==> config.mk <==
export PLATFORM = sky130hd
export DESIGN_NAME = ext_pin_change_irq
export DESIGN_NICKNAME = d
export VERILOG_FILES = /design/src/hdl/ext_irq_pkg.sv /design/src/hdl/ext_pin_change_irq.sv
export SDC_FILE = /design/constraint.sdc
export NUM_CORES = 1
export LEC_CHECK = 0
export BUFFER_PORTS_ARGS = -buffer_cell sky130_fd_sc_hd__buf_2
export CORE_MARGIN = 2
export CORE_UTILIZATION = 45
export CTS_BUF_LIST = sky130_fd_sc_hd__clkbuf_16
export CTS_CLUSTER_DIAMETER = 80
export DETAILED_ROUTE_END_ITERATION = 16
export PLACE_DENSITY_LB_ADDON = 0.2
export SYNTH_ARGS = -nofsm -noshare
export SYNTH_HDL_FRONTEND = slang
export SYNTH_SLANG_ARGS = --single-unit
export TNS_END_PERCENT = 100
==> constraint.sdc <==
create_clock -name clk -period 16.2 [get_ports clk]
set_clock_uncertainty 0.2 [all_clocks]
set_input_delay 2.43 -clock clk [delete_from_list [all_inputs] [get_ports clk]]
set_output_delay 2.43 -clock clk [all_outputs]
set_load 0.005 [all_outputs]
==> src/hdl/ext_irq_pkg.sv <==
// register map, field layout and timing constants of the pin interrupt block
package ext_irq_pkg;
  localparam int unsigned NUM_DED = 3;
  localparam int unsigned NUM_BANKS = 4;
  localparam int unsigned BANK_W = 8;
  localparam int unsigned NUM_PC = 32;
  localparam logic [11:0] ADDR_SENSE = 12'h000;
  localparam logic [11:0] ADDR_MASK = 12'h004;
  localparam logic [11:0] ADDR_FLAGS = 12'h008;
  localparam logic [11:0] ADDR_BANK_EN = 12'h00c;
  localparam logic [11:0] ADDR_BANK_FLAGS = 12'h010;
  localparam logic [11:0] ADDR_PIN_MASK0 = 12'h014;
  localparam logic [11:0] ADDR_CTRL = 12'h024;
  localparam logic [11:0] ADDR_PIN_STATE = 12'h028;
  localparam logic [11:0] ADDR_DED_STATE = 12'h02c;
  localparam logic [7:0] SENSE_RESET = 8'h00;
  localparam logic [7:0] SENSE_WMASK = 8'h3f;
  localparam logic [7:0] MASK_RESET = 8'h00;
  localparam logic [7:0] BANK_EN_RESET = 8'h00;
  localparam logic [7:0] PIN_MASK_RESET = 8'h00;
  localparam int unsigned SENSE_W = 2;
  localparam int unsigned CTRL_GIE = 0;
  localparam int unsigned CTRL_SLEEP = 1;
  localparam logic [1:0] SENSE_LOW = 2'h0;
  localparam logic [1:0] SENSE_ANY = 2'h1;
  localparam logic [1:0] SENSE_FALL = 2'h2;
  localparam logic [1:0] SENSE_RISE = 2'h3;
  localparam int unsigned CLK_MHZ = 250;
  localparam int unsigned MIN_PULSE_NS = 50;
  localparam int unsigned MIN_PULSE_CYC = (MIN_PULSE_NS * CLK_MHZ) / 1000;
endpackage

==> src/hdl/ext_pin_change_irq.sv <==
// dedicated-pin and pin-change interrupt logic with apb registers
//
// Behaviour
// - pins raise interrupts from their level even when driven as outputs
// - 32 pin-change inputs form four banks of eight, each with own request
// - pin-change capture goes through clocked synchronisers and needs the system clock
// - sense field: 00 low level, 01 any edge, 10 falling, 11 rising
// - sense register holds three fields in bits 5..0; bits 7..6 read zero
// - enabled low-level pin requests continuously while pin stays low
// - dedicated pin levels and edges are captured by clocked synchronisers
// - low level gone before start-up ends gives no interrupt
// - pulses at least 50 ns wide are registered
// - dedicated dispatch needs global enable and its mask bit 2..0
// - dedicated flag set on trigger, cleared on entry or write-one
// - flag stays zero while pin is in low-level sensing
// - sleep with pins disabled gates their inputs; change may set flags
// - bank dispatch needs its enable bit 3..0 and the global enable
// - bank flag set on change, cleared on entry or write-one
// - a pin feeds its bank only when its mask bit is set
// - per-pin masks reset to zero and are read/write
`timescale 1ns/1ps
module ext_pin_change_irq (
  input wire logic clk,
  input wire logic rst,
  input wire logic psel,
  input wire logic penable,
  input wire logic pwrite,
  input wire logic [11:0] paddr,
  input wire logic [31:0] pwdata,
  output logic [31:0] prdata,
  output logic pready,
  output logic pslverr,
  input wire logic [2:0] dedicated_irq_pins,
  input wire logic [31:0] pin_change_inputs,
  input wire logic [2:0] ded_irq_ack,
  input wire logic [3:0] bank_irq_ack,
  output logic [2:0] ded_irq_req,
  output logic [3:0] pin_change_bank_irq
);

  // three-stage synchronisers; stage 1 is only read by stage 2
  logic [2:0] ded_s1, ded_s2, ded_s3;
  logic [31:0] pc_s1, pc_s2, pc_s3;
  logic [2:0] ded_stable;
  logic [31:0] pc_stable;

  logic [7:0] ext_irq_sense_control;
  logic [2:0] ext_irq_enable_mask;
  logic [2:0] ext_irq_flags;
  logic [3:0] pin_change_bank_enable;
  logic [3:0] pin_change_bank_flags;
  logic [7:0] bank_pin_mask [4];
  logic global_irq_enable;
  logic sleep_active;

  logic wr_access;
  logic [2:0] ded_event;
  logic [2:0] ded_level_req;
  logic [3:0] bank_event;
  logic [2:0] ded_seen;

  function automatic logic [1:0] sense_of(input logic [7:0] ctl,
                                          input int unsigned idx);
    sense_of = ctl[idx*ext_irq_pkg::SENSE_W +: ext_irq_pkg::SENSE_W];
  endfunction

  function automatic logic reg_hit(input logic [11:0] a,
                                   input logic [11:0] base);
    reg_hit = (a == base);
  endfunction

  // a change counts once stages 2 and 3 agree; dedicated stages reset
  // high like the idle pin, so leaving reset shows no false falling edge
  always_ff @(posedge clk or posedge rst) begin
    if (rst) begin
      ded_s1 <= 3'h7;
      ded_s2 <= 3'h7;
      ded_s3 <= 3'h7;
      pc_s1 <= 32'h0;
      pc_s2 <= 32'h0;
      pc_s3 <= 32'h0;
    end else begin
      ded_s1 <= dedicated_irq_pins;
      ded_s2 <= ded_s1;
      ded_s3 <= ded_s2;
      pc_s1 <= pin_change_inputs;
      pc_s2 <= pc_s1;
      pc_s3 <= pc_s2;
    end
  end

  // stable copies; dedicated ones reset to ones so a pulled-up idle pin is no edge, pin-change ones reset to zero
  always_ff @(posedge clk or posedge rst) begin
    if (rst) begin
      ded_stable <= 3'h7;
      pc_stable <= 32'h0;
      ded_seen <= 3'h0;
    end else begin
      for (int i = 0; i < 3; i++) begin
        if (ded_s2[i] == ded_s3[i]) begin
          ded_stable[i] <= ded_s3[i];
        end
      end
      for (int i = 0; i < 32; i++) begin
        if (pc_s2[i] == pc_s3[i]) begin
          pc_stable[i] <= pc_s3[i];
        end
      end
      ded_seen <= 3'h7;
    end
  end

  // a gated input during sleep with the pin disabled reads as low
  logic [2:0] ded_gated;
  always_comb begin
    for (int i = 0; i < 3; i++) begin
      ded_gated[i] = ded_stable[i] &
                     ~(sleep_active & ~ext_irq_enable_mask[i]);
    end
  end

  logic [2:0] ded_prev;
  always_ff @(posedge clk or posedge rst) begin
    if (rst) begin
      ded_prev <= 3'h7;
    end else begin
      ded_prev <= ded_gated;
    end
  end

  // edge decode per sense field, level request while pin held low
  always_comb begin
    for (int i = 0; i < 3; i++) begin
      case (sense_of(ext_irq_sense_control, i))
        ext_irq_pkg::SENSE_ANY: ded_event[i] = ded_prev[i] ^ ded_gated[i];
        ext_irq_pkg::SENSE_FALL: ded_event[i] = ded_prev[i] & ~ded_gated[i];
        ext_irq_pkg::SENSE_RISE: ded_event[i] = ~ded_prev[i] & ded_gated[i];
        default: ded_event[i] = 1'b0;
      endcase
      ded_level_req[i] =
        (sense_of(ext_irq_sense_control, i) == ext_irq_pkg::SENSE_LOW) &&
        ~ded_gated[i] && ded_seen[i];
    end
  end

  // pin-change banks: only masked-in pins, mask change is not an event
  always_comb begin
    for (int b = 0; b < 4; b++) begin
      bank_event[b] = |((pc_s3[b*8 +: 8] ^ pc_stable[b*8 +: 8]) &
                        {8{1'b1}} & (pc_s3[b*8 +: 8] ~^ pc_s2[b*8 +: 8]) &
                        bank_pin_mask[b]);
    end
  end

  // a write lands only at the edge that completes the access phase
  assign wr_access = psel & penable & pwrite & pready;

  always_ff @(posedge clk or posedge rst) begin
    if (rst) begin
      ext_irq_sense_control <= ext_irq_pkg::SENSE_RESET;
      ext_irq_enable_mask <= 3'h0;
      pin_change_bank_enable <= 4'h0;
      global_irq_enable <= 1'b0;
      sleep_active <= 1'b0;
    end else if (wr_access) begin
      if (reg_hit(paddr, ext_irq_pkg::ADDR_SENSE)) begin
        ext_irq_sense_control <= pwdata[7:0] &
                                 ext_irq_pkg::SENSE_WMASK;
      end
      if (reg_hit(paddr, ext_irq_pkg::ADDR_MASK)) begin
        ext_irq_enable_mask <= pwdata[2:0];
      end
      if (reg_hit(paddr, ext_irq_pkg::ADDR_BANK_EN)) begin
        pin_change_bank_enable <= pwdata[3:0];
      end
      if (reg_hit(paddr, ext_irq_pkg::ADDR_CTRL)) begin
        global_irq_enable <= pwdata[ext_irq_pkg::CTRL_GIE];
        sleep_active <= pwdata[ext_irq_pkg::CTRL_SLEEP];
      end
    end
  end

  always_ff @(posedge clk or posedge rst) begin
    if (rst) begin
      for (int b = 0; b < 4; b++) begin
        bank_pin_mask[b] <= ext_irq_pkg::PIN_MASK_RESET;
      end
    end else if (wr_access) begin
      for (int b = 0; b < 4; b++) begin
        if (reg_hit(paddr, ext_irq_pkg::ADDR_PIN_MASK0 + 12'(4 * b))) begin
          bank_pin_mask[b] <= pwdata[7:0];
        end
      end
    end
  end

  // set beats write-one clear and hardware acknowledge
  always_ff @(posedge clk or posedge rst) begin
    if (rst) begin
      ext_irq_flags <= 3'h0;
    end else begin
      for (int i = 0; i < 3; i++) begin
        if (sense_of(ext_irq_sense_control, i) == ext_irq_pkg::SENSE_LOW) begin
          ext_irq_flags[i] <= 1'b0;
        end else if (ded_event[i]) begin
          ext_irq_flags[i] <= 1'b1;
        end else if (ded_irq_ack[i] ||
                     (wr_access && reg_hit(paddr, ext_irq_pkg::ADDR_FLAGS) &&
                      pwdata[i])) begin
          ext_irq_flags[i] <= 1'b0;
        end
      end
    end
  end

  always_ff @(posedge clk or posedge rst) begin
    if (rst) begin
      pin_change_bank_flags <= 4'h0;
    end else begin
      for (int b = 0; b < 4; b++) begin
        if (bank_event[b]) begin
          pin_change_bank_flags[b] <= 1'b1;
        end else if (bank_irq_ack[b] ||
                     (wr_access &&
                      reg_hit(paddr, ext_irq_pkg::ADDR_BANK_FLAGS) &&
                      pwdata[b])) begin
          pin_change_bank_flags[b] <= 1'b0;
        end
      end
    end
  end

  // requests toward the vector dispatch
  always_ff @(posedge clk or posedge rst) begin
    if (rst) begin
      ded_irq_req <= 3'h0;
      pin_change_bank_irq <= 4'h0;
    end else begin
      for (int i = 0; i < 3; i++) begin
        ded_irq_req[i] <= global_irq_enable & ext_irq_enable_mask[i] &
                          (ext_irq_flags[i] | ded_level_req[i]);
      end
      pin_change_bank_irq <= {4{global_irq_enable}} &
                             pin_change_bank_enable &
                             pin_change_bank_flags;
    end
  end

  // zero-wait apb slave; unmapped addresses error and read zero
  logic mapped;
  always_comb begin
    mapped = reg_hit(paddr, ext_irq_pkg::ADDR_SENSE) ||
             reg_hit(paddr, ext_irq_pkg::ADDR_MASK) ||
             reg_hit(paddr, ext_irq_pkg::ADDR_FLAGS) ||
             reg_hit(paddr, ext_irq_pkg::ADDR_BANK_EN) ||
             reg_hit(paddr, ext_irq_pkg::ADDR_BANK_FLAGS) ||
             reg_hit(paddr, ext_irq_pkg::ADDR_CTRL) ||
             reg_hit(paddr, ext_irq_pkg::ADDR_PIN_STATE) ||
             reg_hit(paddr, ext_irq_pkg::ADDR_DED_STATE) ||
             (paddr >= ext_irq_pkg::ADDR_PIN_MASK0 &&
              paddr < ext_irq_pkg::ADDR_CTRL && paddr[1:0] == 2'h0);
  end

  always_ff @(posedge clk or posedge rst) begin
    if (rst) begin
      pready <= 1'b0;
      pslverr <= 1'b0;
      prdata <= 32'h0;
    end else begin
      pready <= psel & ~penable;
      pslverr <= psel & ~penable & ~mapped;
      prdata <= 32'h0;
      if (psel & ~penable & ~pwrite) begin
        case (paddr)
          ext_irq_pkg::ADDR_SENSE: prdata <= {24'h0, ext_irq_sense_control};
          ext_irq_pkg::ADDR_MASK: prdata <= {29'h0, ext_irq_enable_mask};
          ext_irq_pkg::ADDR_FLAGS: prdata <= {29'h0, ext_irq_flags};
          ext_irq_pkg::ADDR_BANK_EN: prdata <= {28'h0, pin_change_bank_enable};
          ext_irq_pkg::ADDR_BANK_FLAGS:
            prdata <= {28'h0, pin_change_bank_flags};
          ext_irq_pkg::ADDR_CTRL:
            prdata <= {30'h0, sleep_active, global_irq_enable};
          ext_irq_pkg::ADDR_PIN_STATE: prdata <= pc_stable;
          ext_irq_pkg::ADDR_DED_STATE: prdata <= {29'h0, ded_stable};
          default: begin
            for (int b = 0; b < 4; b++) begin
              if (reg_hit(paddr,
                          ext_irq_pkg::ADDR_PIN_MASK0 + 12'(4 * b))) begin
                prdata <= {24'h0, bank_pin_mask[b]};
              end
            end
          end
        endcase
      end
    end
  end
endmodule

==> results.md <==
- Status: finished clean
- Startpoint types: input pin
- Layout area overhead: 18.43%
- # rows: 51
- Final WS setup: 11.38 ns
- Post-DP HPWL: 14630 um
- Gate power share: 4.7%
- Chip height: 145.9 um
- Hold-fix buffers, CTS: 0
- Relative slew slack: 31.87%
- RR Endpoint: ext_irq_flags[0]$_DFFE_PP0P_
- Worst-path maximum fanout: 22
- Root Driver: clkbuf_16
- CP top delay family: simple AND/OR/NAND/NOR gates
- Ys Warns: 0
- Met3 global-route usage: 3.668%
- GPL Wtd Cong: 0.8814
- Share of cells above drive strength 1: 26.75%
- Drt first-iter violations: 278
- Worst Setup EP: ext_irq_flags[0]$_DFFE_PP0P_
- Syn Nets: 790
- Int Pwr: 1013 uW
- Kind of critical path: in2reg
- Num CTS Buffers: 24
- Layout fillers: 1703
- Critical path capture point type: flop
- Final setup violation count: 0
- Max-Cap Viols: 0
- CP max stage delay: 0.83 ns
- Wire length of the first global-routing pass: 33660 um
- Fin crit share: 29.75%
- Fin nets: 909
- Most Used Layer, Global Route: met2
- Area share of the largest cell type after synthesis: 61.84%
- 1st-pass router iterations: 4
- FF+latch count, synth: 239
- Core area: 19590 sq um
- Longest Clk Path Bufs: 3
- WP buf/inv: 1
- Worst-Skew Late Latency: 0.52 ns
- Min cycle time layout: 4.820 ns
- Via density: 5.344
- Antenna violations before repair: 2
- GRT overflow: 0
- Most frequent cells in the layout: dfrtp_1 (224), buf_2 (107), nand2_1 (61)
- Reg area: 6000 sq um
- Chain of cells forming the critical path: buf_2, nor2b_1, nand2_1, nor4_1, a21oi_1, a221o_1
- CP arrival: 5.01 ns
- TritonCTS clock tree: yes
- Worst-margin pin slew: 1.013 ns
- Detail Route Antenna Nets: 0
- Worst reg2reg path depth: 5
- Fin. max-slew vios: 0
- Switching fraction of total power: 22.13%
- Worst r2r src: pready$_DFF_PP0_
- Clock share of power: 45.9%
- Largest net degree at the start of global routing: 102
- Post-CTS Setup Bufs: 0
- Starting Density: 46.27%
- VDD IR-drop max: 0.08759 mV
- Required time of the critical path: 16.39 ns
- Vias in the first global route: 6162
- GRT Total Usage: 20.09%
- Post-synth EDFFs: 0
- Reg power frac: 49.4%
- Synth async-reset ratio: 100.0%
- Hold Path Class: reg2reg
- Pre-CTS setup slack: 10.89 ns
- Slowest library cell on the worst path: nor4_1
- Total wire length: 20840 um
- Met2 usage: 33.66%
- Switching power: 287.9 uW
- Unrepaired setup endpoints after global routing: no
- Width of the die: 145.9 um
- Top Ports: 132
- Setup TNS: 0 ns
- Post_cts resized: 0
- Cell taking the most area after synthesis: dfrtp_1
- Main synth FF type: dfrtp_1
- Multi-input gate area: 2917 sq um
- DRC: 0
- Htree depth: 1
- Clock sink count: 239
- Synth area leaders: dfrtp_1 (62%), mux2_2 (4.8%), dfstp_2 (4.3%)
- Synth Instances: 693
- Avg WL per Cell: 19.01 um
- R2r setup slk: 13.48 ns
- Commonest non-fill, non-tap cell in the layout: dfrtp_1
- Met1 Use GR: 27.44%
- Final hold viol count: 0
- Worst path depth: 6
- Die ar.: 21290 sq um
- Beginning of the critical path: paddr[3]
- Number of port buffers: 107
- Leakage power: 0.005151 uW
- PwrDens: 121.2 nW/um^2
- Fmax: 207.5 MHz
- Mapped Avg Cell Area: 13.08 sq um
- Distinct cells, synth: 57
- Mapped cell area: 9064 sq um
- Worst-path clk slew: 0.06 ns
- Sequential share of the synthesized area: 66.19%
- Via count: 5857
==> cell type report <==
cell class                 instances  area share (%)
timing repair buffer             110           5.199
sequential                       239           55.89
multi-input combinational        421           27.17
clock inverter                    20           2.401
clock buffer                      24           5.595
tap                              265           3.089
antenna                            1         0.02331
inverter                          16          0.6294
==> metal layers <==
layer	vias to the layer above	wire, um
met5	-	13
met3	35	1083
met2	140	10170
met1	2969	9180
met4	2	388
li1	2711	-
==> synthesized netlist by cell type, types with 4 or more instances <==
library cell	n
nand4_1	7
a221oi_1	13
maj3_1	21
and3b_1	4
nand2b_1	12
dfstp_2	15
and3_1	5
mux2_4	6
o21ai_0	53
nor4_1	6
mux2_2	39
nand3b_1	9
dfrtp_1	224
a21oi_1	17
ha_1	6
mux2i_1	6
a22oi_1	10
nor3_1	6
inv_1	16
and2_1	25
nor2_1	43
nor3b_1	12
a211oi_1	4
nand2_1	61
o22ai_1	4
mux2_1	8
clkbuf_1	12
nand3_1	6
==> cell families (layout without fill, tap and decap cells) <==
family	after synthesis	after routing	share of synthesized area [%]
compound gates	118	118	8.158
fa+ha+maj	27	27	3.147
buf+inv	33	170	1.725
flops	239	239	66.19
mux	59	59	7.496
other cells	1	2	0.04137
simple gates	216	216	13.24
==> sequential cells by signal, indices dropped and copies added (netlist names) <==
name,flops
ded_s2,3
ded_stable,3
global_irq_enable,1
ded_s3,3
ext_irq_sense_control,6
ext_irq_flags,3
pslverr,1
sleep_active,1
ded_prev,3
pready,1
prdata,32
pc_s1,32
pin_change_bank_enable,4
pc_stable,32
ded_s1,3
ded_seen,1
pc_s3,32
ded_irq_req,3
pin_change_bank_irq,4
bank_pin_mask,32
pin_change_bank_flags,4
pc_s2,32
ext_irq_enable_mask,3
==> metrics by stage <==
stage               util, %  instances  cell area, sq um  hold slack, ns  power (uW)
detailed placement    50.40       1051              9873          0.1347       716.7
floorplan                 -        693              9064          0.1312       686.2
finish                54.79       1096             10730          0.1458        1301
global placement      50.40       1051              9873          0.1316       711.6
global route          54.79       1096             10730          0.1492        1350
CTS                   54.78       1095             10730          0.1478        1315
==> how the worst min path moves through the flow <==
| stage | startpoint | to | slack [ns] | depth (start not counted) |
|---|---|---|---|---|
| after floorplan | pc_s1[0]$_DFF_PP0_ | pc_s2[0]$_DFF_PP0_ | 0.13 | 0 |
| after global placement | pc_s1[10]$_DFF_PP0_ | pc_s2[10]$_DFF_PP0_ | 0.13 | 0 |
| after detailed placement | pc_s1[13]$_DFF_PP0_ | pc_s2[13]$_DFF_PP0_ | 0.13 | 0 |
| after CTS | pc_s1[13]$_DFF_PP0_ | pc_s2[13]$_DFF_PP0_ | 0.15 | 0 |
| after global routing | pc_s1[15]$_DFF_PP0_ | pc_s2[15]$_DFF_PP0_ | 0.15 | 0 |
| final | pc_s1[27]$_DFF_PP0_ | pc_s2[27]$_DFF_PP0_ | 0.15 | 0 |
==> power groups by stage <==
| stage | clock network (uW) | logic, uW | registers (uW) |
|---|---|---|---|
| finish | 597 | 61.2 | 643 |
| global route | 634 | 69.6 | 647 |
| CTS | 609 | 63.0 | 643 |
| detailed placement | 0 | 62.7 | 654 |
| global placement | 0 | 59.7 | 652 |
| floorplan | 0 | 38.7 | 647 |
==> worst register-to-register path, cell delays in order (launching register included) <==
cell,delay (ns)
dfrtp_1,0.33
and4_1,0.50
nand3_1,0.24
nor4_1,0.89
a21oi_1,0.16
a221o_1,0.29
(Power assumes the default switching activity.)
